### src/cpwm_consts.svh
// Register map, field positions and reset values of the compare array
// Behaviour
// [RULE_01] Toggle mode inverts the pin when enabled compare hits the count.
// [RULE_02] 8-bit PWM period is one wrap of the counter low byte, 256 counts.
// [RULE_03] 8-bit PWM goes high when low byte reaches the low compare.
// [RULE_04] At low byte wrap in 8-bit PWM, high compare loads low compare.
// [RULE_05] 8-bit PWM output returns low at the low byte wrap.
// [RULE_06] Firmware puts all three modules of an array in 10-bit PWM.
// [RULE_07] 10-bit PWM uses a 10-bit counter and a 10-bit compare value.
// [RULE_08] 10-bit PWM goes high at counter >= compare, low at counter wrap.
// [RULE_09] Upper six bits of counter high half and high compare are ignored.
// [RULE_10] Firmware writes the low compare byte before the high byte.
// [RULE_11] Low compare write clears compare enable; high write sets it.
// [RULE_12] 16-bit PWM: value 0000h gives full duty, FFFFh the smallest duty.
// [RULE_13] With compare enable clear the PWM output never goes high.
// [RULE_14] Bit 7 written as one starts both counters; a zero does nothing.
// [RULE_15] Run bit starts the counter; only a firmware clear stops it.
// [RULE_16] Overflow interrupt is raised while flag and bit 5 are set.
// [RULE_17] Stop-in-idle bit 4 halts the counter during CPU idle when set.
// [RULE_18] Each array has its control register, each module a mode register.
// [RULE_19] Two-bit clock select field picks the counter clock prescale.
`ifndef CPWM_CONSTS_SVH
`define CPWM_CONSTS_SVH

`define CPWM_CTRL0      8'ha4
`define CPWM_CTRL1      8'hbc
`define CPWM_STATUS     8'ha5
`define CPWM_CNTL0      8'ha6
`define CPWM_CNTH0      8'ha7
`define CPWM_CNTL1      8'hbd
`define CPWM_CNTH1      8'hbe
`define CPWM_MODE_BASE  8'hc0
`define CPWM_CMPL_BASE  8'hc8
`define CPWM_CMPH_BASE  8'hd0

`define CPWM_CTRL_RESET 8'h00
`define CPWM_CTRL_WMASK 8'hf3
`define CPWM_BIT_ALL    7
`define CPWM_BIT_RUN    6
`define CPWM_BIT_IE     5
`define CPWM_BIT_IDLE   4
`define CPWM_MODE_EN    7
`define CPWM_N_ARRAY    2
`define CPWM_N_MOD      6
`define CPWM_MOD_PER    3

`endif

### src/cpwm_pkg.sv
// Types shared by the compare array design
`default_nettype none
package cpwm_pkg;
	typedef enum logic [2:0] {
		MODE_OFF,
		MODE_TOGGLE,
		MODE_PWM8,
		MODE_PWM16,
		MODE_PWM10
	} cmp_mode_t;
	typedef logic [7:0] byte_t;
endpackage
`default_nettype wire

### src/cpwm_counter.sv
// Free-running counter of one array with prescaler and wrap pulses
`timescale 1ns/10ps
`default_nettype none
module cpwm_counter (
	input  wire logic        clock_i,
	input  wire logic        rstn_i,
	input  wire logic        run_i,
	input  wire logic [1:0]  clk_sel_i,
	input  wire logic        wide10_i,
	output logic             tick_o,
	output logic [15:0]      count_o,
	output logic             ovf8_o,
	output logic             ovf_o
);
	import cpwm_pkg::*;

	logic [2:0]  pre;
	logic [2:0]  next_pre;
	logic [15:0] next_count;

	// Prescale 1, 2, 4 or 8 core clocks per count
	always_comb begin
		case (clk_sel_i) // RULE_19
			2'h0:    tick_o = run_i;
			2'h1:    tick_o = run_i & pre[0];
			2'h2:    tick_o = run_i & (&pre[1:0]);
			default: tick_o = run_i & (&pre);
		endcase
		ovf8_o = tick_o & (&count_o[7:0]); // RULE_02
		// In 10-bit mode the wrap comes after 1024 counts
		ovf_o = tick_o & (wide10_i ? (&count_o[9:0]) : (&count_o)); // RULE_07
		next_pre = run_i ? pre + 3'h1 : pre;
		next_count = count_o;
		if (ovf_o) begin
			next_count = 16'h0000;
		end else if (tick_o) begin
			next_count = count_o + 16'h0001;
		end
	end

	always_ff @(posedge clock_i or negedge rstn_i) begin
		if (!rstn_i) begin
			pre <= 3'h0;
			count_o <= 16'h0000;
		end else begin
			pre <= next_pre;
			count_o <= next_count;
		end
	end

	property p_wrap10;
		@(posedge clock_i) disable iff (!rstn_i)
		wide10_i && tick_o && count_o[9:0] == 10'h3ff |=> count_o == 16'h0000;
	endproperty
	a_wrap10: assert property (p_wrap10) // RULE_07
		else $error("10-bit wrap missed");

	property p_step;
		@(posedge clock_i) disable iff (!rstn_i)
		tick_o && !ovf_o |=> count_o == $past(count_o) + 16'h0001;
	endproperty
	a_step: assert property (p_step) // RULE_02
		else $error("counter did not step");
endmodule
`default_nettype wire

### src/cpwm_compare.sv
// One compare module: toggle and PWM output generation
`timescale 1ns/10ps
`default_nettype none
module cpwm_compare (
	input  wire logic               clock_i,
	input  wire logic               rstn_i,
	input  wire cpwm_pkg::cmp_mode_t mode_i,
	input  wire logic               cmp_en_i,
	input  wire cpwm_pkg::byte_t    cmp_lo_i,
	input  wire cpwm_pkg::byte_t    cmp_hi_i,
	input  wire logic [15:0]        count_i,
	input  wire logic               tick_i,
	input  wire logic               ovf8_i,
	input  wire logic               ovf_i,
	output logic                    pin_o
);
	import cpwm_pkg::*;

	logic        next_pin;
	logic [15:0] val16;
	logic [9:0]  val10;

	always_comb begin
		val16 = {cmp_hi_i, cmp_lo_i};
		val10 = {cmp_hi_i[1:0], cmp_lo_i}; // RULE_09
		next_pin = pin_o;
		case (mode_i)
			MODE_TOGGLE: begin
				if (tick_i && cmp_en_i && count_i == val16) begin // RULE_01
					next_pin = !pin_o;
				end
			end
			MODE_PWM8: begin
				if (ovf8_i) begin
					next_pin = 1'b0; // RULE_05
				end else if (tick_i && cmp_en_i && count_i[7:0] >= cmp_lo_i) begin
					next_pin = 1'b1; // RULE_03
				end
			end
			// Level compare: 0000h is always high, FFFFh high one count
			MODE_PWM16: next_pin = cmp_en_i && count_i >= val16; // RULE_12 RULE_13
			MODE_PWM10: begin
				if (ovf_i) begin
					next_pin = 1'b0; // RULE_08
				end else if (tick_i && cmp_en_i && count_i[9:0] >= val10) begin
					next_pin = 1'b1; // RULE_08
				end
			end
			default: next_pin = 1'b0;
		endcase
	end

	always_ff @(posedge clock_i or negedge rstn_i) begin
		if (!rstn_i) begin
			pin_o <= 1'b0;
		end else begin
			pin_o <= next_pin;
		end
	end

	property p_toggle;
		@(posedge clock_i) disable iff (!rstn_i)
		mode_i == MODE_TOGGLE && tick_i && cmp_en_i && count_i == val16
		|=> pin_o != $past(pin_o);
	endproperty
	a_toggle: assert property (p_toggle) // RULE_01
		else $error("no toggle on match");

	property p_off;
		@(posedge clock_i) disable iff (!rstn_i)
		(mode_i == MODE_PWM8 || mode_i == MODE_PWM16) && !cmp_en_i && !pin_o
		|=> !pin_o;
	endproperty
	a_off: assert property (p_off) // RULE_13
		else $error("pulse with compare disabled");

	property p_pwm8_low;
		@(posedge clock_i) disable iff (!rstn_i)
		mode_i == MODE_PWM8 && ovf8_i |=> !pin_o;
	endproperty
	a_pwm8_low: assert property (p_pwm8_low) // RULE_05
		else $error("pwm8 not low at wrap");

	property p_full;
		@(posedge clock_i) disable iff (!rstn_i)
		mode_i == MODE_PWM16 && cmp_en_i && val16 == 16'h0000 |=> pin_o;
	endproperty
	a_full: assert property (p_full) // RULE_12
		else $error("0000h not full duty");
endmodule
`default_nettype wire

### src/cpwm_top.sv
// Compare array top: special function registers, two counters, six modules
`timescale 1ns/10ps
`default_nettype none
`include "cpwm_consts.svh"
module cpwm_top (
	input  wire logic            clock_i,
	input  wire logic            rstn_i,
	input  wire logic [7:0]      sfr_addr_i,
	input  wire cpwm_pkg::byte_t sfr_wdata_i,
	input  wire logic            sfr_wr_i,
	input  wire logic            sfr_rd_i,
	output cpwm_pkg::byte_t      sfr_rdata_o,
	input  wire logic            cpu_idle_i,
	output logic [5:0]           pin_o,
	output logic [1:0]           ovf_irq_o
);
	import cpwm_pkg::*;

	function automatic logic hit(input logic [7:0] a, input logic [7:0] base,
		input int n);
		return a == base + 8'(n);
	endfunction

	byte_t       ctrl      [2];
	byte_t       next_ctrl [2];
	logic [2:0]  mode      [6];
	logic [2:0]  next_mode [6];
	byte_t       lo        [6];
	byte_t       next_lo   [6];
	byte_t       hi        [6];
	byte_t       next_hi   [6];
	logic [5:0]  cen;
	logic [5:0]  next_cen;
	logic [1:0]  ovf_flag;
	logic [1:0]  next_ovf_flag;
	byte_t       next_rdata;

	logic [15:0] count [2];
	logic [1:0]  tick;
	logic [1:0]  ovf8;
	logic [1:0]  ovf;
	logic [1:0]  run;
	logic [1:0]  wide10;
	logic        wr_ctrl0;

	assign wr_ctrl0 = sfr_wr_i && sfr_addr_i == `CPWM_CTRL0;

	genvar ga;
	generate
		for (ga = 0; ga < `CPWM_N_ARRAY; ga++) begin : g_arr
			// Idle stop only pauses; the run bit itself is left alone
			assign run[ga] = ctrl[ga][`CPWM_BIT_RUN] &&
				!(cpu_idle_i && ctrl[ga][`CPWM_BIT_IDLE]); // RULE_17
			// The array's first module (0 or 3) speaks for it; firmware keeps all three alike
			assign wide10[ga] = mode[ga * `CPWM_MOD_PER] ==
				3'(MODE_PWM10); // RULE_06
			assign ovf_irq_o[ga] = ovf_flag[ga] &&
				ctrl[ga][`CPWM_BIT_IE]; // RULE_16
			cpwm_counter u_counter (
				.clock_i   (clock_i),
				.rstn_i    (rstn_i),
				.run_i     (run[ga]),
				.clk_sel_i (ctrl[ga][1:0]),
				.wide10_i  (wide10[ga]),
				.tick_o    (tick[ga]),
				.count_o   (count[ga]),
				.ovf8_o    (ovf8[ga]),
				.ovf_o     (ovf[ga])
			);
		end
	endgenerate

	genvar gm;
	generate
		for (gm = 0; gm < `CPWM_N_MOD; gm++) begin : g_mod
			cpwm_compare u_compare (
				.clock_i  (clock_i),
				.rstn_i   (rstn_i),
				.mode_i   (cmp_mode_t'(mode[gm])),
				.cmp_en_i (cen[gm]),
				.cmp_lo_i (lo[gm]),
				.cmp_hi_i (hi[gm]),
				.count_i  (count[gm / `CPWM_MOD_PER]),
				.tick_i   (tick[gm / `CPWM_MOD_PER]),
				.ovf8_i   (ovf8[gm / `CPWM_MOD_PER]),
				.ovf_i    (ovf[gm / `CPWM_MOD_PER]),
				.pin_o    (pin_o[gm])
			);
		end
	endgenerate

	// Control registers, one per array
	always_comb begin
		next_ctrl[0] = ctrl[0];
		next_ctrl[1] = ctrl[1];
		if (wr_ctrl0) begin
			next_ctrl[0] = sfr_wdata_i & `CPWM_CTRL_WMASK; // RULE_18
		end
		if (sfr_wr_i && sfr_addr_i == `CPWM_CTRL1) begin
			next_ctrl[1] = sfr_wdata_i & `CPWM_CTRL_WMASK; // RULE_18
		end
		// A one starts both arrays together; a zero leaves them be
		if (wr_ctrl0 && sfr_wdata_i[`CPWM_BIT_ALL]) begin
			next_ctrl[0][`CPWM_BIT_RUN] = 1'b1; // RULE_14
			next_ctrl[1][`CPWM_BIT_RUN] = 1'b1; // RULE_14
		end
	end

	always_ff @(posedge clock_i or negedge rstn_i) begin
		if (!rstn_i) begin
			ctrl[0] <= `CPWM_CTRL_RESET;
			ctrl[1] <= `CPWM_CTRL_RESET;
		end else begin
			ctrl[0] <= next_ctrl[0]; // RULE_15
			ctrl[1] <= next_ctrl[1]; // RULE_15
		end
	end

	// Mode and compare registers of the six modules
	always_comb begin
		for (int n = 0; n < `CPWM_N_MOD; n++) begin
			next_mode[n] = mode[n];
			next_lo[n] = lo[n];
			next_hi[n] = hi[n];
			next_cen[n] = cen[n];
			// Hardware reload; a firmware write in the same cycle wins
			if (ovf8[n / `CPWM_MOD_PER] && mode[n] == 3'(MODE_PWM8)) begin
				next_lo[n] = hi[n]; // RULE_04
			end
			if (sfr_wr_i && hit(sfr_addr_i, `CPWM_MODE_BASE, n)) begin
				next_mode[n] = sfr_wdata_i[2:0]; // RULE_18
			end
			if (sfr_wr_i && hit(sfr_addr_i, `CPWM_CMPL_BASE, n)) begin
				next_lo[n] = sfr_wdata_i;
				next_cen[n] = 1'b0; // RULE_11
			end
			// Low byte first, so the high write arms the comparator
			if (sfr_wr_i && hit(sfr_addr_i, `CPWM_CMPH_BASE, n)) begin
				next_hi[n] = sfr_wdata_i;
				next_cen[n] = 1'b1; // RULE_11 RULE_10
			end
		end
	end

	always_ff @(posedge clock_i or negedge rstn_i) begin
		if (!rstn_i) begin
			for (int n = 0; n < `CPWM_N_MOD; n++) begin
				mode[n] <= 3'h0;
				lo[n] <= 8'h00;
				hi[n] <= 8'h00;
			end
			cen <= 6'h00;
		end else begin
			for (int n = 0; n < `CPWM_N_MOD; n++) begin
				mode[n] <= next_mode[n];
				lo[n] <= next_lo[n];
				hi[n] <= next_hi[n];
			end
			cen <= next_cen;
		end
	end

	// Shared status: a zero written clears a flag, a new wrap wins
	always_comb begin
		next_ovf_flag = ovf_flag;
		if (sfr_wr_i && sfr_addr_i == `CPWM_STATUS) begin
			next_ovf_flag = ovf_flag & sfr_wdata_i[1:0];
		end
		next_ovf_flag = next_ovf_flag | ovf; // RULE_16
	end

	always_ff @(posedge clock_i or negedge rstn_i) begin
		if (!rstn_i) begin
			ovf_flag <= 2'h0;
		end else begin
			ovf_flag <= next_ovf_flag;
		end
	end

	// Read data is captured on the read strobe; unmapped reads give zero
	always_comb begin
		next_rdata = sfr_rdata_o;
		if (sfr_rd_i) begin
			next_rdata = 8'h00;
			case (sfr_addr_i)
				`CPWM_CTRL0:  next_rdata = ctrl[0];
				`CPWM_CTRL1:  next_rdata = ctrl[1];
				`CPWM_STATUS: next_rdata = {6'h00, ovf_flag};
				`CPWM_CNTL0:  next_rdata = count[0][7:0];
				`CPWM_CNTH0:  next_rdata = count[0][15:8];
				`CPWM_CNTL1:  next_rdata = count[1][7:0];
				`CPWM_CNTH1:  next_rdata = count[1][15:8];
				default: begin
					for (int n = 0; n < `CPWM_N_MOD; n++) begin
						if (hit(sfr_addr_i, `CPWM_MODE_BASE, n)) begin
							next_rdata = {cen[n], 4'h0, mode[n]};
						end
						if (hit(sfr_addr_i, `CPWM_CMPL_BASE, n)) begin
							next_rdata = lo[n];
						end
						if (hit(sfr_addr_i, `CPWM_CMPH_BASE, n)) begin
							next_rdata = hi[n];
						end
					end
				end
			endcase
		end
	end

	always_ff @(posedge clock_i or negedge rstn_i) begin
		if (!rstn_i) begin
			sfr_rdata_o <= 8'h00;
		end else begin
			sfr_rdata_o <= next_rdata;
		end
	end

	property p_lo_clr;
		@(posedge clock_i) disable iff (!rstn_i)
		sfr_wr_i && sfr_addr_i == `CPWM_CMPL_BASE |=> !cen[0];
	endproperty
	a_lo_clr: assert property (p_lo_clr) // RULE_11
		else $error("enable not cleared");

	property p_hi_set;
		@(posedge clock_i) disable iff (!rstn_i)
		sfr_wr_i && sfr_addr_i == `CPWM_CMPH_BASE |=> cen[0];
	endproperty
	a_hi_set: assert property (p_hi_set) // RULE_11
		else $error("enable not set");

	property p_start_all;
		@(posedge clock_i) disable iff (!rstn_i)
		wr_ctrl0 && sfr_wdata_i[`CPWM_BIT_ALL]
		|=> ctrl[0][`CPWM_BIT_RUN] && ctrl[1][`CPWM_BIT_RUN];
	endproperty
	a_start_all: assert property (p_start_all) // RULE_14
		else $error("start-all failed");

	property p_run_hold;
		@(posedge clock_i) disable iff (!rstn_i)
		ctrl[1][`CPWM_BIT_RUN] && !(sfr_wr_i && sfr_addr_i == `CPWM_CTRL1)
		|=> ctrl[1][`CPWM_BIT_RUN];
	endproperty
	a_run_hold: assert property (p_run_hold) // RULE_15
		else $error("counter self-stopped");

	property p_irq;
		@(posedge clock_i) disable iff (!rstn_i)
		ovf[1] && ctrl[1][`CPWM_BIT_IE] &&
		!(sfr_wr_i && sfr_addr_i == `CPWM_CTRL1) |=> ovf_irq_o[1];
	endproperty
	a_irq: assert property (p_irq) // RULE_16
		else $error("overflow irq missing");

	property p_idle;
		@(posedge clock_i) disable iff (!rstn_i)
		cpu_idle_i && ctrl[0][`CPWM_BIT_IDLE] |-> !tick[0];
	endproperty
	a_idle: assert property (p_idle) // RULE_17
		else $error("counted in idle");

	property p_copy;
		@(posedge clock_i) disable iff (!rstn_i)
		ovf8[0] && mode[0] == 3'(MODE_PWM8) &&
		!(sfr_wr_i && sfr_addr_i == `CPWM_CMPL_BASE)
		|=> lo[0] == $past(hi[0]);
	endproperty
	a_copy: assert property (p_copy) // RULE_04
		else $error("no high to low reload");

	property p_flag_set;
		@(posedge clock_i) disable iff (!rstn_i)
		ovf[1] |=> ovf_flag[1];
	endproperty
	a_flag_set: assert property (p_flag_set) // RULE_16
		else $error("overflow flag lost");

	// A zero written clears the flag only when no wrap arrives with it
	property p_flag_clr;
		@(posedge clock_i) disable iff (!rstn_i)
		sfr_wr_i && sfr_addr_i == `CPWM_STATUS && !sfr_wdata_i[1] && !ovf[1]
		|=> !ovf_flag[1];
	endproperty
	a_flag_clr: assert property (p_flag_clr) // RULE_16
		else $error("overflow flag not cleared");

	property p_rd_hold;
		@(posedge clock_i) disable iff (!rstn_i)
		!sfr_rd_i |=> $stable(sfr_rdata_o);
	endproperty
	a_rd_hold: assert property (p_rd_hold) // RULE_18
		else $error("read data changed without a read");

	property p_mode_wr;
		@(posedge clock_i) disable iff (!rstn_i)
		sfr_wr_i && sfr_addr_i == `CPWM_MODE_BASE
		|=> mode[0] == $past(sfr_wdata_i[2:0]);
	endproperty
	a_mode_wr: assert property (p_mode_wr) // RULE_18
		else $error("mode register not written");

	// Idle without the stop bit must not slow the counter
	property p_idle_run;
		@(posedge clock_i) disable iff (!rstn_i)
		ctrl[1][`CPWM_BIT_RUN] && !ctrl[1][`CPWM_BIT_IDLE] &&
		ctrl[1][1:0] == 2'h0 |-> tick[1];
	endproperty
	a_idle_run: assert property (p_idle_run) // RULE_17 RULE_15
		else $error("counter stalled while allowed to run");
endmodule
`default_nettype wire

### config.mk
export PLATFORM = sky130hd
export DESIGN_NAME = cpwm_top
export DESIGN_NICKNAME = d
export VERILOG_FILES = /design/src/cpwm_pkg.sv /design/src/cpwm_counter.sv /design/src/cpwm_compare.sv /design/src/cpwm_top.sv
export VERILOG_INCLUDE_DIRS = /design/src
export SDC_FILE = /design/constraint.sdc
export NUM_CORES = 1
export LEC_CHECK = 0
export ABC_AREA = 1
export BUFFER_PORTS_ARGS = -buffer_cell sky130_fd_sc_hd__buf_2
export CAP_MARGIN = 20
export CORE_ASPECT_RATIO = 1.1
export CORE_MARGIN = 2
export CORE_UTILIZATION = 64
export DETAILED_ROUTE_END_ITERATION = 6
export PLACE_DENSITY = 0.81
export SETUP_SLACK_MARGIN = 0.3
export SYNTH_ARGS = -nofsm -noshare
export SYNTH_HDL_FRONTEND = slang
export SYNTH_SLANG_ARGS = --single-unit
### constraint.sdc
create_clock -name clock_i -period 2.69 [get_ports clock_i]
set_input_delay 0.4035 -clock clock_i [delete_from_list [all_inputs] [get_ports clock_i]]
set_output_delay 0.4035 -clock clock_i [all_outputs]
set_load 0.02 [all_outputs]
== Yosys cells after proc, flatten, opt, wreduce, memory -nomap -nowiden ==
Index checks and enable logic that the tools add are counted.

* Input port bits: 21
* Register bits after elaboration: 186
* Logic and storage cells: 349
* Output and inout port bits: 16

* Reduce and logical (&&, ||, !) cells: 106
* Equality and inequality tests: 77
* Bitwise logic cells: 12
* Magnitude comparators: 18
* $add $sub $neg: 4
* Muxes and demuxes: 92

{| class="wikitable"
|+ Operators by type and width
! operator !! count
|-
| 8-bit 2-to-1 mux || 30
|-
| 8-bit equality test (second input constant) || 25
|-
| 16-bit equality test || 6
|-
| 16-bit greater-or-equal comparator || 6
|-
| 1-bit logical AND || 64
|-
| 16-bit 2-to-1 mux || 4
|-
| 10-bit greater-or-equal comparator || 6
|-
| 8-bit case mux with 7 select lines || 1
|-
| 8-bit greater-or-equal comparator || 6
|-
| 1-bit 2-to-1 mux || 46
|-
| 3-bit by 2-bit equality test with 1-bit output (second input constant) || 12
|-
| 16-bit by 1-bit adder with 16-bit output (second input constant) || 2
|-
| 16-bit AND reduction || 2
|-
| 2-bit nonzero test || 16
|-
| 1-bit case mux with 4 select lines || 6
|-
| 3-bit AND reduction || 8
|-
| 10-bit AND reduction || 2
|-
| 3-bit by 1-bit equality test with 1-bit output (second input constant) || 6
|-
| 3-bit equality test (second input constant) || 6
|-
| 3-bit by 1-bit != test with 1-bit output (second input constant) || 6
|-
| 3-bit by 2-bit != test with 1-bit output (second input constant) || 6
|-
| 8-bit AND reduction || 2
|-
| 7-bit 2-to-1 mux || 2
|-
| 2-bit by 1-bit != test with 1-bit output (second input constant) || 6
|-
| other kinds (11) || 33
|}

== Logic depth before layout (Yosys ltp) ==
* Depth after elaboration: 20
* Mapped depth: 18
* Depth with buffers taken out: 18

== Hierarchy ==
From an unflattened synthesis, not the netlist that was laid out.

* Cell total of the unflattened synthesis: 1889
* Area total of the unflattened synthesis: 13538.0 µm²

{| class="wikitable"
|+ Modules (own cells, without submodules)
! module !! area an instance (µm²) !! seq. area each (µm²) !! instances !! cells each
|-
| cpwm_top || 7191.9 || 3553.4 || 1 || 905
|-
| cpwm_compare || 620.6 || 25.0 || 6 || 106
|-
| cpwm_counter (g_arr[0].u_counter) || 1332.5 || 475.5 || 1 || 176
|-
| cpwm_counter (g_arr[1].u_counter) || 1290.0 || 475.5 || 1 || 172
|}

== Least setup slack after synthesis ==
OpenSTA, ideal clock, no wires.

* Kind: register to register
* From: reg g_arr[1].u_counter.pre[0]
* To: reg lo[15] (netlist name)
* Stages on the path, launching flop included: 16
* Clock period less this slack: 2.010 ns
* Slack: 0.680 ns
* Data required time: 2.560 ns
* Data arrival time: 1.880 ns
* Library setup time: 0.130 ns
* Path buffers: 1
* Cell sequence: dfrtp_1 ha_1 ha_1 o21ai_1 nand2_1 nand2_2 nor2_4 nand2_2 nor2_2 nand2_2 inv_2 nand2_1 nand2_1 buf_4 o211ai_1 o21ai_0

* Longest elaborated chain between the ends: 6
* Elaborated cells on any way between the ends: 9
* Those cells by class: mux: 1; bitwise: 4; reduce/logical: 4

{| class="wikitable"
|+ Ends and longest elaborated chain
! element !! RTL line !! source
|-
| from (decl) || cpwm_counter.sv:17 || <nowiki>logic [2:0] pre;</nowiki>
|-
| from (signal assigned) || cpwm_counter.sv:46 || <nowiki>pre <= next_pre;</nowiki>
|-
| 3-bit AND reduction / 2-bit AND reduction (equally long branches) || cpwm_counter.sv:27, cpwm_counter.sv:26 ||
|-
| 1-bit AND (on tied branches) || cpwm_counter.sv:27, cpwm_counter.sv:26 ||
|-
| 1-bit case mux with 3 select lines * || cpwm_counter.sv:23 || <nowiki>case (clk_sel_i)</nowiki>
|-
| 1-bit AND * || cpwm_counter.sv:29 || <nowiki>ovf8_o = tick_o & (&count_o[7:0]);</nowiki>
|-
| 1-bit logical AND * || cpwm_top.sv:127 || <nowiki>if (ovf8[n / `CPWM_MOD_PER] && mode[n] == 3'(MODE_PWM8)) begin</nowiki>
|-
| 2-bit nonzero test (no line) * || -- ||
|-
| to (signal, indexed assignment) || cpwm_top.sv:156 || <nowiki>lo[n] <= next_lo[n];</nowiki>
|-
| to (decl) || cpwm_top.sv:28 || <nowiki>byte_t lo [6];</nowiki>
|}

Every way passes the cells marked *; elsewhere a longest branch is shown, timed or not.
A chain may end at the register's enable or synchronous reset.

== Worst setup path in the final report ==
* From: reg g_arr[0].u_counter.count_o[4]
* To: reg g_mod[1].u_compare.pin_o

* Longest elaborated chain between the ends: 5
* Elaborated cells on any way between the ends: 21
* Those cells by class: order compare: 3; eq/ne: 4; mux: 4; bitwise: 2; reduce/logical: 8

{| class="wikitable"
|+ Ends and longest elaborated chain
! element !! RTL line !! source
|-
| from (decl) || cpwm_counter.sv:11 || <nowiki>output logic [15:0] count_o,</nowiki>
|-
| from (signal assigned) || cpwm_counter.sv:47 || <nowiki>count_o <= next_count;</nowiki>
|-
| branches (longest 5 deep; another with 16-bit greater-or-equal comparator) || -- ||
|-
| to (signal assigned) || cpwm_compare.sv:57 || <nowiki>pin_o <= next_pin;</nowiki>
|-
| to (decl) || cpwm_compare.sv:15 || <nowiki>output logic pin_o</nowiki>
|}

Parallel ways; which one is timed is not known.

==> run summary <==
Crit Path Max Fanout - 11
Drt drc - 17
Max cap viols - 0
Port Buffer Count - 36
Crit path buf inv count - 1
Share of post-route cells with drive strength above 1 - 0.1272
Count of cell types in the netlist - 50
Final Slew Violations - 0
Critical Path Source Type - flop
Power, Total - 9.267 mW
Hold Crit Class - input port to flop
Die area - 0.02062 sq mm
Critical path origin - g_arr[0].u_counter.count_o[4]
DR pass1 iterations - 7
Multi-input gate area - 0.006770 sq mm
Hold Violations, Final - 0
Post-Syn Area per Cell - 7.607 sq um
FILL cells - 1530
Violated checks - design-rule violations
Post-DP HPWL - 30380 um
Initial Utilization - 0.6528
Final GP Congestion - 1.025
Relative slew slack - 0.4736
CP max stage cell - dfrtp_2
Site Rows - 53
Total number of vias - 12420
Clock buffer count from CTS - 17
TNS Setup - 0 ns
IO Count - 37
CP Data Arrival Time - 2.68 ns
Worst Tran Pin Value - 0.7888 ns
Crit path kind - flop to flop
Final Setup Violations - 0
FF+latch area - 0.004668 sq mm
Via/cell ratio - 6.328
Post-synth EDFFs - 0
Die X - 137.1 um
Leak - 6.672 nW
Final Cycle Share - 0.8645
Net total in the final layout - 1830
Seq/Total Area, Yosys - 0.3733
Slowest cell delay on critical path - 0.45 ns
Status - complete, but fails checks
Most frequent CP cell - nand2_1
# clock sinks - 186
Clock-pin slew on the worst setup and hold paths - 0.07 ns
Syn nets - 1768
DIE HEIGHT - 150.4 um
Global-route wire length before repair - 62280 um
Drt initial violations - 1395
RSZ-0062 raised after global routing - yes
CP endpoint kind - flop
GRT Overall Usage - 0.4032
Family with the most delay on the worst path - simple AND/OR/NAND/NOR gates
Seq cells post-synth - 186
Routed Antenna Nets - 0
Clock skew - 0.01123 ns
Req. time, crit path - 3.05 ns
P&R area growth vs syn - 11.23%
CP Cell Sequence - inv_1, nor3_4, nand2_1, nor3_2, nand2_1, nand2_1, and3_4, nor2_1, a221oi_2, nand2_1, o21ai_0
Reg2Reg Launch Point - g_arr[0].u_counter.count_o[4]
Peak VDD IR - 0.4637 mV
Initial antenna violation count - 2
Clk Tree Root Cell - clkbuf_16
Largest net degree at the start of global routing - 70
CTS tree - done
Core Area - 0.01910 sq mm
Post-synthesis async set-or-reset flop share - 1.000
Clock H-tree levels - 4
Clock latency on the worst-skew pair - 0.45 ns
Synth warnings - 0
Total power per unit cell area - 668.2 mW/mm^2
Wire length per cell - 21.01 um
Fmax - 430.0 MHz
Top FF cell, synth - dfrtp_1
Vias in the first global route - 11570
Hold path start - sfr_wdata_i[5]
Minimum clock period - 2.325 ns
Total wire length - 41240 um
Area of the mapped netlist - 0.01247 sq mm
Max Buffers Root-to-Sink - 2
Mapped Cells - 1639
Gr ovfl total - 0
-- where the power goes --
group / switching [mW] / internal, mW / total (mW)
registers: 0.531 / 3.18 / 3.71
clock network: 1.18 / 1.41 / 2.59
logic: 1.84 / 1.13 / 2.97
total: 3.56 / 5.71 / 9.27
-- cell families (layout without fill, tap and decap cells) --
logic type	count (synthesis)	in the layout	synth area share
AOI/OAI and AO/OA	377	377	0.1742
xor gates and xnor gates	9	9	0.006322
adders and majority gates	108	108	0.1084
buffers and inverters	296	370	0.09433
DFF	186	186	0.3733
muxes	5	5	0.004415
other	0	2	0
and+or+nand+nor	658	659	0.2390
-- stage by stage --
stage	area, sq um	hold slack (ns)	instances	setup WS (ns)	utilization
after floorplan	12470	0.1079	1639	0.6799	-
after global placement	13010	0.4113	1914	0.1502	0.6811
after detailed placement	13010	0.4154	1914	0.06564	0.6811
after CTS	13650	0.1828	1948	0.2702	0.7150
after global routing	13870	0.2238	1963	0.09665	0.7262
final	13870	0.1869	1963	0.3645	0.7262
-- layout make-up --
cell class | instances | area share
inverter | 259 | 0.07064
sequential | 186 | 0.3366
tap | 247 | 0.02228
multi-input combinational | 1158 | 0.4882
antenna | 2 | 0.0003609
clock inverter | 12 | 0.009834
clock buffer | 20 | 0.03221
timing repair buffer | 79 | 0.03988
-- worst reg2reg max path, cell delays in order, from the launching register on --
cell and delay, ns:
dfrtp_2 0.45, inv_1 0.14, nor3_4 0.31, nand2_1 0.14
nor3_2 0.18, nand2_1 0.09, nand2_1 0.09, and3_4 0.30
nor2_1 0.10, a221oi_2 0.27, nand2_1 0.09, o21ai_0 0.09
-- layer usage --
layer  vias up  global-route usage  part of all wire
met2       781              0.6458              0.45
met1      5783              0.5005              0.37
met5         -                   0                 0
met3       217             0.06364             0.098
li1       5641                   -                 -
met4         0              0.2716             0.077
-- sequential cells by signal, summed over array words and instances, names as in the netlist --
register                 cells
ctrl                        12
hi                          48
g_arr.u_counter.pre          6
mode                        18
ovf_flag                     2
sfr_rdata_o                  8
g_arr.u_counter.count_o     32
cen                          6
g_mod.u_compare.pin_o        6
lo                          48
-- cell usage after synthesis, types with 7 or more instances --
cell type	n	area, sq um
nand2_1	341	1280
inv_1	236	885.9
dfrtp_1	186	4654
o21ai_0	171	855.8
ha_1	108	1351
a21oi_1	107	535.5
nor2_1	93	349.1
nand3_1	83	415.4
nor3_1	50	250.2
nand4_1	25	156.4
o211ai_1	25	187.7
clkbuf_1	20	75.07
inv_2	20	75.07
o22ai_1	17	106.4
a221oi_1	15	131.4
nand2_2	15	93.84
a211oi_1	10	75.07
nor2_2	10	62.56
buf_4	9	67.56
nor4_1	9	56.30
xor2_1	9	78.83
a21o_1	7	52.55
nor3_2	7	70.07
or2_2	7	43.79
-- layout by cell type (no fill, tap or decap), types with 5 or more instances in the layout --
cell	instances
a211oi_1	8
a21o_1	7
a21oi_1	107
a221oi_1	13
a221oi_2	5
a31oi_1	5
buf_2	36
buf_4	37
clkbuf_16	17
dfrtp_1	175
dfrtp_2	11
ha_1	108
inv_1	232
inv_2	23
nand2_1	335
nand2_2	10
nand2_4	13
nand3_1	83
nand4_1	25
nor2_1	93
nor2_2	8
nor2_4	6
nor3_1	50
nor3_2	6
nor3_4	5
nor4_1	8
o211ai_1	25
o21ai_0	166
o21ai_1	7
o22ai_1	17
or2_2	7
xor2_1	9
-- what timing repair did --
item	in CTS	in global routing
cloned	0	1
resized for setup	15	39
endpoints found under the hold margin	58	0
setup buffers	1	12
pin swaps	1	7
endpoints found under the setup margin	38	51
hold buffers	1	0
-- final timing paths --
check,to,slack (ns),cells after the start
worst max-delay path,g_mod[1].u_compare.pin_o,0.36,11
worst min-delay path,ctrl[5],0.19,3
worst max register to register,g_mod[1].u_compare.pin_o,0.36,11
worst min register to register,ctrl[15],0.49,2
max in group asynchronous,g_arr[1].u_counter.count_o[4],1.40,3
min in group asynchronous,hi[47],0.50,2
Note: power is estimated with default switching activity, not from simulation.
